[src/flash_cfg_params.svh]
`ifndef FLASH_CFG_PARAMS_SVH
`define FLASH_CFG_PARAMS_SVH
// report codes
`define CMD_WRITE_CFG 8'hb1
`define SUB_PIN 8'h01
`define SUB_MANUF 8'h02
`define SUB_PROD 8'h03
`define SUB_SERIAL 8'h04
`define DESC_TYPE_STRING 8'h03
// report byte positions
`define BYTE_CMD 7'h00
`define BYTE_SUB 7'h01
`define BYTE_LEN 7'h02
`define BYTE_TYPE 7'h03
`define PIN_BYTE_OFS 7'h02
`define STR_FIRST_BYTE 7'h04
`define REPORT_BYTES 7'h40
// string limits
`define STR_HDR_BYTES 8'h02
`define STR_MAX_LEN 8'h40
// pin settings byte fields
`define FLD_OUT_BIT 4
`define FLD_DIR_BIT 3
`define DESIG_GPIO 3'h0
`define DESIG_MAX_PIN1 3'h4
`define DESIG_MAX_OTHER 3'h3
`define PIN_BLANK_SETTING 8'h08
// register map, byte addresses
`define ADDR_REPORT_LAST 8'h3c
`define ADDR_CTRL 8'h40
`define ADDR_STATUS 8'h44
`define ADDR_PIN_STORED 8'h48
`define CTRL_EXEC_BIT 0
// result codes
`define RES_OK 8'h00
`define RES_UNSUPPORTED 8'h02
`define RES_NOT_ALLOWED 8'h03
`endif

[src/flash_cfg_pkg.sv]
package flash_cfg_pkg;
   typedef enum logic [3:0] {
      fn_gpio,
      fn_clock_out,
      fn_analog_input_one,
      fn_analog_input_two,
      fn_analog_input_three,
      fn_analog_output_one,
      fn_analog_output_two,
      fn_uart_tx_led,
      fn_irq_detect,
      fn_i2c_activity_led
   } pin_func_t;
   typedef enum logic {st_idle, st_copy} exec_state_t;
endpackage

[src/pin_setup.sv]
`timescale 1ns/100ps
`default_nettype none
`include "flash_cfg_params.svh"
module pin_setup #(
   parameter int PIN = 1
) (
   // clock and reset
   input wire logic mclk,
   input wire logic nrst,
   // stored setting
   input wire logic load,
   input wire logic [7:0] setting,
   // pin drive
   output flash_cfg_pkg::pin_func_t func_reg,
   output var logic oe_reg,
   output var logic level_reg
);
   import flash_cfg_pkg::*;

   function automatic pin_func_t decode(input logic [2:0] code);
      pin_func_t f;
      f = fn_gpio;
      case (code)
         3'h1: f = (PIN == 3) ? fn_i2c_activity_led : fn_clock_out;
         3'h2: f = (PIN == 1) ? fn_analog_input_one : (PIN == 2) ? fn_analog_input_two : fn_analog_input_three;
         3'h3: f = (PIN == 1) ? fn_uart_tx_led : (PIN == 2) ? fn_analog_output_one : fn_analog_output_two;
         3'h4: f = (PIN == 1) ? fn_irq_detect : fn_gpio;
         default: f = fn_gpio;
      endcase
      return f;
   endfunction

   logic is_gpio;
   assign is_gpio = setting[2:0] == `DESIG_GPIO;

   // designation, direction and level applied at load only
   always_ff @(posedge mclk or negedge nrst) begin
      if (!nrst) begin
         func_reg <= fn_gpio;
         oe_reg <= 1'b0;
         level_reg <= 1'b0;
      end else if (load) begin
         func_reg <= decode(setting[2:0]); // [RULE_02] [RULE_03] [RULE_04]
         oe_reg <= is_gpio && !setting[`FLD_DIR_BIT]; // [RULE_07]
         level_reg <= is_gpio && !setting[`FLD_DIR_BIT] && setting[`FLD_OUT_BIT]; // [RULE_05] [RULE_06]
      end
   end

   property p_gpio;
      @(posedge mclk) disable iff (!nrst)
      load && is_gpio && !setting[`FLD_DIR_BIT] |=> oe_reg && level_reg == $past(setting[`FLD_OUT_BIT]);
   endproperty
   a_gpio: assert property (p_gpio) else $error("gpio output level not applied"); // [RULE_05]

   property p_dir;
      @(posedge mclk) disable iff (!nrst)
      load && (setting[`FLD_DIR_BIT] || !is_gpio) |=> !oe_reg && !level_reg ##1 (load || !oe_reg);
   endproperty
   a_dir: assert property (p_dir) else $error("pin driven while input or alternate"); // [RULE_07]

   property p_alt;
      @(posedge mclk) disable iff (!nrst)
      load && setting[2:0] == 3'h2 |=> func_reg != fn_gpio && func_reg != fn_clock_out;
   endproperty
   a_alt: assert property (p_alt) else $error("analog input designation lost"); // [RULE_02]
endmodule
`default_nettype wire

[src/flash_config_write_decoder.sv]
// Added by the designer: the address map and the Avalon-MM slave port.
`timescale 1ns/100ps
`default_nettype none
`include "flash_cfg_params.svh"
// Operation
// (RULE_01) a report with the write command in byte 0 and the pin sub-command in byte 1 stores pin settings.
// (RULE_02) pin one designation picks interrupt detect, transmit led, analog input one, clock out or gpio.
// (RULE_03) pin two designation (byte 4) picks analog output one, analog input two, clock out or gpio; 1xx ignored.
// (RULE_04) pin three designation (byte 5) picks analog output two, analog input three, i2c led or gpio; 1xx ignored.
// (RULE_05) bit 4 of the pin two byte is the level driven at reset when pin two is a gpio output.
// (RULE_06) bit 4 of the pin three byte is the level driven at reset when pin three is a gpio output.
// (RULE_07) bit 3 sets direction, 1 input and 0 output, and only matters for gpio designation.
// (RULE_08) sub-command 0x02 replaces the stored manufacturer string.
// (RULE_09) sub-command 0x03 replaces the stored product string.
// (RULE_10) sub-command 0x04 replaces the stored serial-number string.
// (RULE_11) the host puts the string descriptor type 0x03 in byte 3 of every string write.
// (RULE_12) the host puts two plus twice the character count in byte 2.
// (RULE_13) character n is a 16-bit unit with low byte at 4+2n and high byte at 4+2n+1.
// (RULE_14) the character index runs from 0 to at most 30, so a string holds 31 characters at most.
// (RULE_15) written settings are kept in nonvolatile storage and only take effect at the next reset.
module flash_config_write_decoder (
   // clock and reset
   input wire logic mclk,
   input wire logic nrst,
   // avalon-mm slave
   input wire logic [7:0] avs_address,
   input wire logic avs_read,
   input wire logic avs_write,
   input wire logic [31:0] avs_writedata,
   input wire logic [3:0] avs_byteenable,
   output logic [31:0] avs_readdata,
   output logic avs_waitrequest,
   // string fetch for enumeration
   input wire logic [1:0] str_sel,
   input wire logic [4:0] str_idx,
   output logic [15:0] str_char_reg,
   output logic [7:0] str_len_reg,
   // pins
   output flash_cfg_pkg::pin_func_t general_pin_one_func,
   output var logic general_pin_one_oe,
   output var logic general_pin_one_level,
   output flash_cfg_pkg::pin_func_t general_pin_two_func,
   output var logic general_pin_two_oe,
   output var logic general_pin_two_level,
   output flash_cfg_pkg::pin_func_t general_pin_three_func,
   output var logic general_pin_three_oe,
   output var logic general_pin_three_level
);
   import flash_cfg_pkg::*;

   function automatic logic [7:0] str_addr(input logic bank, input logic [1:0] sel, input logic [4:0] idx);
      return {bank, sel, idx};
   endfunction

   // report buffer
   logic [7:0] rep [0:63];
   function automatic logic [7:0] rep_byte(input logic [6:0] idx);
      return (idx < `REPORT_BYTES) ? rep[idx[5:0]] : 8'h00;
   endfunction

   // nonvolatile store, kept across reset
   logic [7:0] pin_nv [1:3] = '{default: `PIN_BLANK_SETTING};
   logic [15:0] str_mem [0:255] = '{default: 16'h0000};
   logic [7:0] len_nv [0:7] = '{default: 8'h00};
   logic [2:0] bank_nv = 3'h0;
   logic [2:0] swap_nv = 3'h0;

   exec_state_t state_reg;
   logic [1:0] sel_reg;
   logic [4:0] cnt_reg;
   logic [4:0] nchar_reg;
   logic [7:0] slen_reg;
   logic [7:0] result_reg;
   logic load_pend_reg;
   logic rd_ack_reg;

   logic busy;
   logic wr_fire;
   logic exec;
   logic is_cmd;
   logic is_pin;
   logic is_str;
   logic str_ok;
   logic [7:0] slen;
   logic [6:0] lo_idx;
   logic copy_we;
   logic copy_end;
   logic [7:0] wr_addr;
   logic [15:0] wr_data;

   assign busy = state_reg != st_idle;
   assign avs_waitrequest = (avs_read && !rd_ack_reg) || (avs_write && (busy || load_pend_reg));
   assign wr_fire = avs_write && !avs_waitrequest;
   assign exec = wr_fire && avs_address == `ADDR_CTRL && avs_byteenable[0] && avs_writedata[`CTRL_EXEC_BIT];

   // command decode
   assign is_cmd = rep_byte(`BYTE_CMD) == `CMD_WRITE_CFG;
   assign is_pin = rep_byte(`BYTE_SUB) == `SUB_PIN; // [RULE_01]
   assign is_str = rep_byte(`BYTE_SUB) == `SUB_MANUF || rep_byte(`BYTE_SUB) == `SUB_PROD
                   || rep_byte(`BYTE_SUB) == `SUB_SERIAL; // [RULE_08] [RULE_09] [RULE_10]
   assign slen = rep_byte(`BYTE_LEN);
   // malformed headers rejected so the stored string stays intact
   assign str_ok = rep_byte(`BYTE_TYPE) == `DESC_TYPE_STRING // [RULE_11]
                   && slen >= `STR_HDR_BYTES && !slen[0] && slen <= `STR_MAX_LEN; // [RULE_12] [RULE_14]

   // copy one character per cycle
   assign lo_idx = 7'(`STR_FIRST_BYTE + {1'b0, cnt_reg, 1'b0});
   assign copy_end = state_reg == st_copy && cnt_reg == nchar_reg;
   assign copy_we = state_reg == st_copy && !copy_end;
   assign wr_addr = str_addr(!bank_nv[sel_reg], sel_reg, cnt_reg);
   assign wr_data = {rep_byte(7'(lo_idx + 7'h01)), rep_byte(lo_idx)}; // [RULE_13]

   // report buffer writes
   always_ff @(posedge mclk) begin
      if (wr_fire && avs_address <= `ADDR_REPORT_LAST) begin
         for (int i = 0; i < 4; i++) begin
            if (avs_byteenable[i]) begin
               rep[{avs_address[5:2], 2'(i)}] <= avs_writedata[8*i +: 8];
            end
         end
      end
   end

   // executor
   always_ff @(posedge mclk or negedge nrst) begin
      if (!nrst) begin
         state_reg <= st_idle;
         sel_reg <= 2'h0;
         cnt_reg <= 5'h00;
         nchar_reg <= 5'h00;
         slen_reg <= 8'h00;
         result_reg <= `RES_OK;
      end else begin
         case (state_reg)
            st_idle: begin
               if (exec) begin
                  if (!is_cmd || !(is_pin || is_str)) begin
                     result_reg <= `RES_UNSUPPORTED;
                  end else if (is_pin) begin
                     result_reg <= `RES_OK;
                  end else if (!str_ok) begin
                     result_reg <= `RES_NOT_ALLOWED;
                  end else begin
                     result_reg <= `RES_OK;
                     state_reg <= st_copy;
                     sel_reg <= 2'(rep_byte(`BYTE_SUB) - `SUB_MANUF); // [RULE_08] [RULE_09] [RULE_10]
                     cnt_reg <= 5'h00;
                     nchar_reg <= 5'((slen - `STR_HDR_BYTES) >> 1); // [RULE_12]
                     slen_reg <= slen;
                  end
               end
            end
            st_copy: begin
               if (copy_end) begin
                  state_reg <= st_idle;
               end else begin
                  cnt_reg <= 5'(cnt_reg + 5'h01);
               end
            end
            default: state_reg <= st_idle;
         endcase
      end
   end

   // pin settings store; ignored designations keep the old one
   always_ff @(posedge mclk) begin
      if (exec && !busy && is_cmd && is_pin) begin // [RULE_15]
         for (int k = 1; k <= 3; k++) begin
            if (rep[6'(`PIN_BYTE_OFS + k)][2:0] <= ((k == 1) ? `DESIG_MAX_PIN1 : `DESIG_MAX_OTHER)) begin
               pin_nv[k] <= {3'h0, rep[6'(`PIN_BYTE_OFS + k)][4:0]}; // [RULE_02]
            end else begin
               pin_nv[k] <= {3'h0, rep[6'(`PIN_BYTE_OFS + k)][4:3], pin_nv[k][2:0]}; // [RULE_03] [RULE_04]
            end
         end
      end
   end

   // string store: writes go to the idle bank, banks swap at reset
   always_ff @(posedge mclk) begin
      if (copy_we) begin
         str_mem[wr_addr] <= wr_data; // [RULE_13]
      end
      if (copy_end) begin
         len_nv[{!bank_nv[sel_reg], sel_reg}] <= slen_reg;
         swap_nv[sel_reg] <= 1'b1; // [RULE_15]
      end
      if (load_pend_reg) begin
         bank_nv <= bank_nv ^ swap_nv; // [RULE_15]
         swap_nv <= 3'h0;
      end
   end

   // one load pulse after reset release
   always_ff @(posedge mclk or negedge nrst) begin
      if (!nrst) begin
         load_pend_reg <= 1'b1;
      end else begin
         load_pend_reg <= 1'b0;
      end
   end

   // enumeration fetch from the active bank
   always_ff @(posedge mclk or negedge nrst) begin
      if (!nrst) begin
         str_char_reg <= 16'h0000;
         str_len_reg <= 8'h00;
      end else if (str_sel == 2'h3) begin
         str_char_reg <= 16'h0000;
         str_len_reg <= 8'h00;
      end else begin
         str_char_reg <= str_mem[str_addr(bank_nv[str_sel], str_sel, str_idx)];
         str_len_reg <= len_nv[{bank_nv[str_sel], str_sel}];
      end
   end

   // register reads, one wait cycle
   always_ff @(posedge mclk or negedge nrst) begin
      if (!nrst) begin
         rd_ack_reg <= 1'b0;
         avs_readdata <= 32'h0000_0000;
      end else begin
         rd_ack_reg <= avs_read && !rd_ack_reg;
         if (avs_read && !rd_ack_reg) begin
            if (avs_address <= `ADDR_REPORT_LAST) begin
               avs_readdata <= {rep[{avs_address[5:2], 2'h3}], rep[{avs_address[5:2], 2'h2}],
                                rep[{avs_address[5:2], 2'h1}], rep[{avs_address[5:2], 2'h0}]};
            end else if (avs_address == `ADDR_STATUS) begin
               avs_readdata <= {16'h0000, result_reg, 5'h00, swap_nv != 3'h0, load_pend_reg, busy};
            end else if (avs_address == `ADDR_PIN_STORED) begin
               avs_readdata <= {8'h00, pin_nv[3], pin_nv[2], pin_nv[1]};
            end else begin
               avs_readdata <= 32'h0000_0000;
            end
         end
      end
   end

   // pin drivers
   pin_func_t func_a [1:3];
   logic oe_a [1:3];
   logic level_a [1:3];
   for (genvar g = 1; g <= 3; g++) begin : g_pin
      pin_setup #(.PIN(g)) u_pin (
         .mclk(mclk),
         .nrst(nrst),
         .load(load_pend_reg),
         .setting(pin_nv[g]),
         .func_reg(func_a[g]),
         .oe_reg(oe_a[g]),
         .level_reg(level_a[g])
      );
   end
   assign general_pin_one_func = func_a[1];
   assign general_pin_one_oe = oe_a[1];
   assign general_pin_one_level = level_a[1];
   assign general_pin_two_func = func_a[2];
   assign general_pin_two_oe = oe_a[2];
   assign general_pin_two_level = level_a[2];
   assign general_pin_three_func = func_a[3];
   assign general_pin_three_oe = oe_a[3];
   assign general_pin_three_level = level_a[3];

   property p_pin_ok;
      @(posedge mclk) disable iff (!nrst)
      exec && is_cmd && is_pin |=> result_reg == `RES_OK && state_reg == st_idle;
   endproperty
   a_pin_ok: assert property (p_pin_ok) else $error("pin write not accepted"); // [RULE_01]

   property p_ign2;
      @(posedge mclk) disable iff (!nrst)
      exec && is_cmd && is_pin && rep[4][2] |=> pin_nv[2][2:0] == $past(pin_nv[2][2:0]);
   endproperty
   a_ign2: assert property (p_ign2) else $error("pin two ignored code stored"); // [RULE_03]

   property p_ign3;
      @(posedge mclk) disable iff (!nrst)
      exec && is_cmd && is_pin && rep[5][2] |=> pin_nv[3][2:0] == $past(pin_nv[3][2:0]);
   endproperty
   a_ign3: assert property (p_ign3) else $error("pin three ignored code stored"); // [RULE_04]

   property p_hold;
      @(posedge mclk) disable iff (!nrst)
      !load_pend_reg |=> $stable(oe_a[2]) && $stable(level_a[2]) && $stable(bank_nv);
   endproperty
   a_hold: assert property (p_hold) else $error("setting applied before reset"); // [RULE_15]

   property p_str;
      @(posedge mclk) disable iff (!nrst)
      exec && is_cmd && is_str && str_ok |=> state_reg == st_copy ##[1:32] state_reg == st_idle;
   endproperty
   a_str: assert property (p_str) else $error("string write did not complete"); // [RULE_08]

   property p_sel;
      @(posedge mclk) disable iff (!nrst)
      exec && is_cmd && is_str && str_ok |=> sel_reg == 2'($past(rep[1]) - `SUB_MANUF);
   endproperty
   a_sel: assert property (p_sel) else $error("wrong string selected"); // [RULE_09]

   property p_pair;
      @(posedge mclk) disable iff (!nrst)
      copy_we && cnt_reg == 5'h00 |=> str_mem[$past(wr_addr)] == {$past(rep[5]), $past(rep[4])};
   endproperty
   a_pair: assert property (p_pair) else $error("first character misplaced"); // [RULE_13]

   property p_bad;
      @(posedge mclk) disable iff (!nrst)
      exec && is_cmd && is_str && rep[3] != `DESC_TYPE_STRING |=> result_reg == `RES_NOT_ALLOWED && !busy;
   endproperty
   a_bad: assert property (p_bad) else $error("bad descriptor type accepted"); // [RULE_11]
endmodule
`default_nettype wire

[config.mk]
export PLATFORM = sky130hd
export DESIGN_NAME = flash_config_write_decoder
export DESIGN_NICKNAME = d
export VERILOG_FILES = /design/src/flash_cfg_pkg.sv /design/src/pin_setup.sv /design/src/flash_config_write_decoder.sv
export VERILOG_INCLUDE_DIRS = /design/src
export SDC_FILE = /design/constraint.sdc
export NUM_CORES = 2
export LEC_CHECK = 0
export ABC_AREA = 0
export BUFFER_PORTS_ARGS = -buffer_cell sky130_fd_sc_hd__buf_2
export CELL_PAD_IN_SITES_DETAIL_PLACEMENT = 0
export CELL_PAD_IN_SITES_GLOBAL_PLACEMENT = 1
export CORE_MARGIN = 2
export CORE_UTILIZATION = 56
export CTS_BUF_LIST = sky130_fd_sc_hd__clkbuf_8
export CTS_CLUSTER_DIAMETER = 150
export CTS_CLUSTER_SIZE = 10
export DETAILED_ROUTE_END_ITERATION = 16
export PLACE_DENSITY = 0.8
export SYNTH_ARGS = -nofsm -noshare
export SYNTH_HDL_FRONTEND = slang
export SYNTH_MEMORY_MAX_BITS = 65536
export SYNTH_SLANG_ARGS = --single-unit
[constraint.sdc]
create_clock -name mclk -period 13.85 [get_ports mclk]
set_input_delay 1.385 -clock mclk [delete_from_list [all_inputs] [get_ports mclk]]
set_output_delay 1.385 -clock mclk [all_outputs]
set_load 0.05 [all_outputs]
==> impl_results.md <==
* Status: complete, no violations
* Total Wirelength at 395800 µm
* Routed vias/inst at between 6 and 7
* WS Path Type: flip-flop to flip-flop
* Peak Freq at 166.5 MHz
* Global-route wire length before repair at roughly 560000 µm
* MaxCap Viol Count at 0
* Post-DRT Antenna Nets at 0
* Initial Util at around 56%
* Most flop-heavy register: str_mem
* Htree depth at 5
* R2R depth at 8
* Slowest CP cell: buf_4
* Critical path's largest stage delay at just over 0.9 ns
* Synth async-reset ratio at 2.587%
* Drt wl/cell at 35.98 µm
* Synth area leaders: edfxtp_1, mux4_2, dfrtp_1
* Footprint of the multi-input gates at 34100 µm²
* Gp weighted congestion at 0.8740
* DR vias at 75690
* Compound-Gate Fraction of Synth Area at approximately 2.2%
* Reg area at 112100 µm²
* Reg-to-Reg End: str_mem[223][1]
* Die X at 518.1 µm
* Reg2reg start: cnt_reg[1]
* Final Net Count at around 7300
* Hold WC Path Type: primary input to asynchronous set/reset pin
* CP required at 14.57 ns
* Pint at 15.43 mW
* # resized after CTS at 0
* DIE HEIGHT at ~520 µm
* Placed insts at 10350
* Sw power at 4.445 mW
* # clock sinks at 3750
* Number of global-route vias before repair at 74200
* Total grt overflow at 0
* Worst VDD drop at 0.08339 mV
* Crit share post-route at 43.38%
* CP cell instances: ha_1 -> xor2_4 -> buf_4 -> mux4_2 -> nand2_1 -> a21oi_4 -> buf_4 -> buf_4
* Cts hold-fix bufs at 0
* Synth Area in Adders at 0.05073%
* Share of layout cells above drive strength 1 at 28.33%
* Post-route DRC at 0
* Clock root cell: clkbuf_8
* Synth unique cells at 68
* Post-synthesis sequential area ratio at 75.74%
* CP Data Arrival Time at 6.73 ns
* PortBufs at 128
* Top cells by count, synth: edfxtp_1, mux4_2, nor2_1
* Power per cell area at roughly 120 nW/µm²
* Yosys reg bits at 3750
* Largest net degree at the start of global routing at between 150 and 200
* Post-synth EDFFs at 3650
* Largest family of logic cells by synthesized area: multiplexers
* Crit path launch: cnt_reg[1]
* FF-to-FF setup slack at 7.84 ns
* Synth area leader: edfxtp_1
* Worst slew pin tran at 1.487 ns
* Startpoint types: flip-flop
* Synth warn at 0
* Fin Hold WS at 0.1982 ns
* Fin crit period at roughly 6 ns
* Pre-Repair DR Iteration Count at 7
* Crit. End Element: flip-flop
* Top-area cell type share of the netlist area at 74.06%
* Main synth FF type: edfxtp_1
* Fin cells at 11000
* Postcts setup bufs at 0
* # rows at approximately 190
* Simple-Gate Fraction of Synth Area at 2.223%
* Clock power frac at between 30 and 40%
* Core ar. at 262500 µm²
* Crit path max fanout at 107
* Final hold vios at 0
* Fillers at 17890
* RSZ-0062 raised after global routing: false
* Gate Count Post-Synth at ~6800
* First-iteration detailed-routing DRC count at roughly 12000
* Most common cell in the netlist: edfxtp_1
* Clk buf depth at 4
* Antenna violations before repair at 25
* Skew final at roughly 0.11 ns
* Post-place setup slack at between 7 and 8 ns
* Worst rel slew slack at 0.8884%
* Comb pwr share at 4.9%
* Worst Setup EP: str_mem[223][1]
* Total CTS buffers at 412
* Syn-to-layout area delta at 8.850%
* Mapped Avg Cell Area at 21.88 µm²
* Post-Synth XOR/XNOR Area at 0.1006%
* Most used cell, CP: buf_4
* Global-route usage over all layers at 29.32%
* CTS tree: yes
* Sw Share at 22.37%
* Ports at 130
* Die Area at 268400 µm²
* Worst-skew pair later-pin latency at about 1.2 ns
* Final WS setup at 7.842 ns
* P_leak at 50.86 nW
* Synthesized area at 148000 µm²
* Setup violators final at 0
* Clock-pin transition on the worst setup and hold timing paths at 0.08 ns
* Max reg flops at 3072
* Hpwl dp at around 230000 µm
* Fin. max-slew vios at 0
* Final TNS setup at 0 ns
* Mux contribution to synthesized area at between 10% and 20%
* Sequential power share at 62.0%
metrics by stage:
stage	area, µm²	total power, mW	utilization, %
finish	161100	19.87	61.37
CTS	161000	19.96	61.35
floorplan	148000	13.19	-
global route	161100	20.40	61.36
global placement	154300	13.53	58.76
detailed placement	154300	13.53	58.77
cell families (layout without fill, tap and decap cells):
family          Yosys count  in the layout
xor+xnor                 17             17
simple gates            751            751
buf+inv                 454           1156
compound gates          469            469
other cells               1             21
fa+ha+maj                 6              6
flops                  3750           3750
mux                    1317           1317
layer usage:
| metal | vias up | global-route usage, % | wire (µm) |
|---|---|---|---|
| met5 | - | 0 | 89 |
| met4 | 12 | 10.25 | 16000 |
| met3 | 692 | 6.344 | 46990 |
| met2 | 5251 | 45.65 | 188200 |
| met1 | 40310 | 41.72 | 144500 |
| li1 | 29430 | - | - |
cells in the final DEF (no fill, tap or decap), drive strengths merged, types with 6 or more instances in the layout:
cell type	netlist	layout
xnor2	7	7
mux2i	197	197
a32oi	44	44
nor4	8	8
ha	6	6
o221ai	52	52
a211oi	11	11
o211ai	10	10
clkbuf	209	416
and3	9	9
buf	199	473
o22ai	32	32
nand2b	20	20
xor2	10	10
mux2	26	26
nor3	11	11
nand4b	16	16
nor2	336	336
a221oi	24	24
nand2	233	233
a22oi	77	77
o21ai	72	72
dfrtp	96	96
nand3	41	41
a31oi	10	10
a21oi	85	85
nand4	8	8
edfxtp	3650	3650
a22o	16	16
nor2b	23	23
diode	0	19
inv	46	260
mux4	1094	1094
or3	10	10
and2	12	12
worst min path at each step:
stage | cells past startpoint | start | endpoint
3_5_place_dp | 0 | rep[4][3] | pin_nv[0][13]
6_report | 1 | nrst | g_pin[3].u_pin.func_reg[0]
2_1_floorplan | 0 | rep[4][0] | pin_nv[0][10]
4_1_cts | 1 | nrst | g_pin[3].u_pin.func_reg[0]
5_1_grt | 1 | nrst | g_pin[3].u_pin.func_reg[0]
3_3_place_gp | 0 | rep[4][3] | pin_nv[0][13]
worst max-delay path, delay by kind of cell (launching register included):
kind	cells	cell delay, ns
AO/OA/AOI/OAI	1	0.65
buffers and inverters	3	2.22
AND/OR/NAND/NOR	1	0.13
flip-flops	1	0.83
multiplexers	1	0.36
adder cells (fa/ha/maj)	1	0.39
XOR/XNOR	1	0.84
layout make-up:
| cell class | count | area share, % |
|---|---|---|
| flip-flops and latches | 3750 | 69.59 |
| inverters | 46 | 0.1134 |
| multi-input cells | 2562 | 21.17 |
| repair buffers | 474 | 2.162 |
| well taps | 3515 | 2.730 |
| diodes | 19 | 0.02951 |
| clock buffers | 415 | 3.546 |
| clock inverters | 221 | 0.6602 |
power groups by stage:
stage / logic [mW] / registers [mW] / clock network [mW]
detailed placement: 0.964 / 12.6 / 0
global placement: 0.958 / 12.6 / 0
CTS: 0.967 / 12.3 / 6.67
finish: 0.968 / 12.3 / 6.58
floorplan: 0.570 / 12.6 / 0
global route: 1.01 / 12.3 / 7.08
Note: power is estimated with default switching activity, not from simulation.
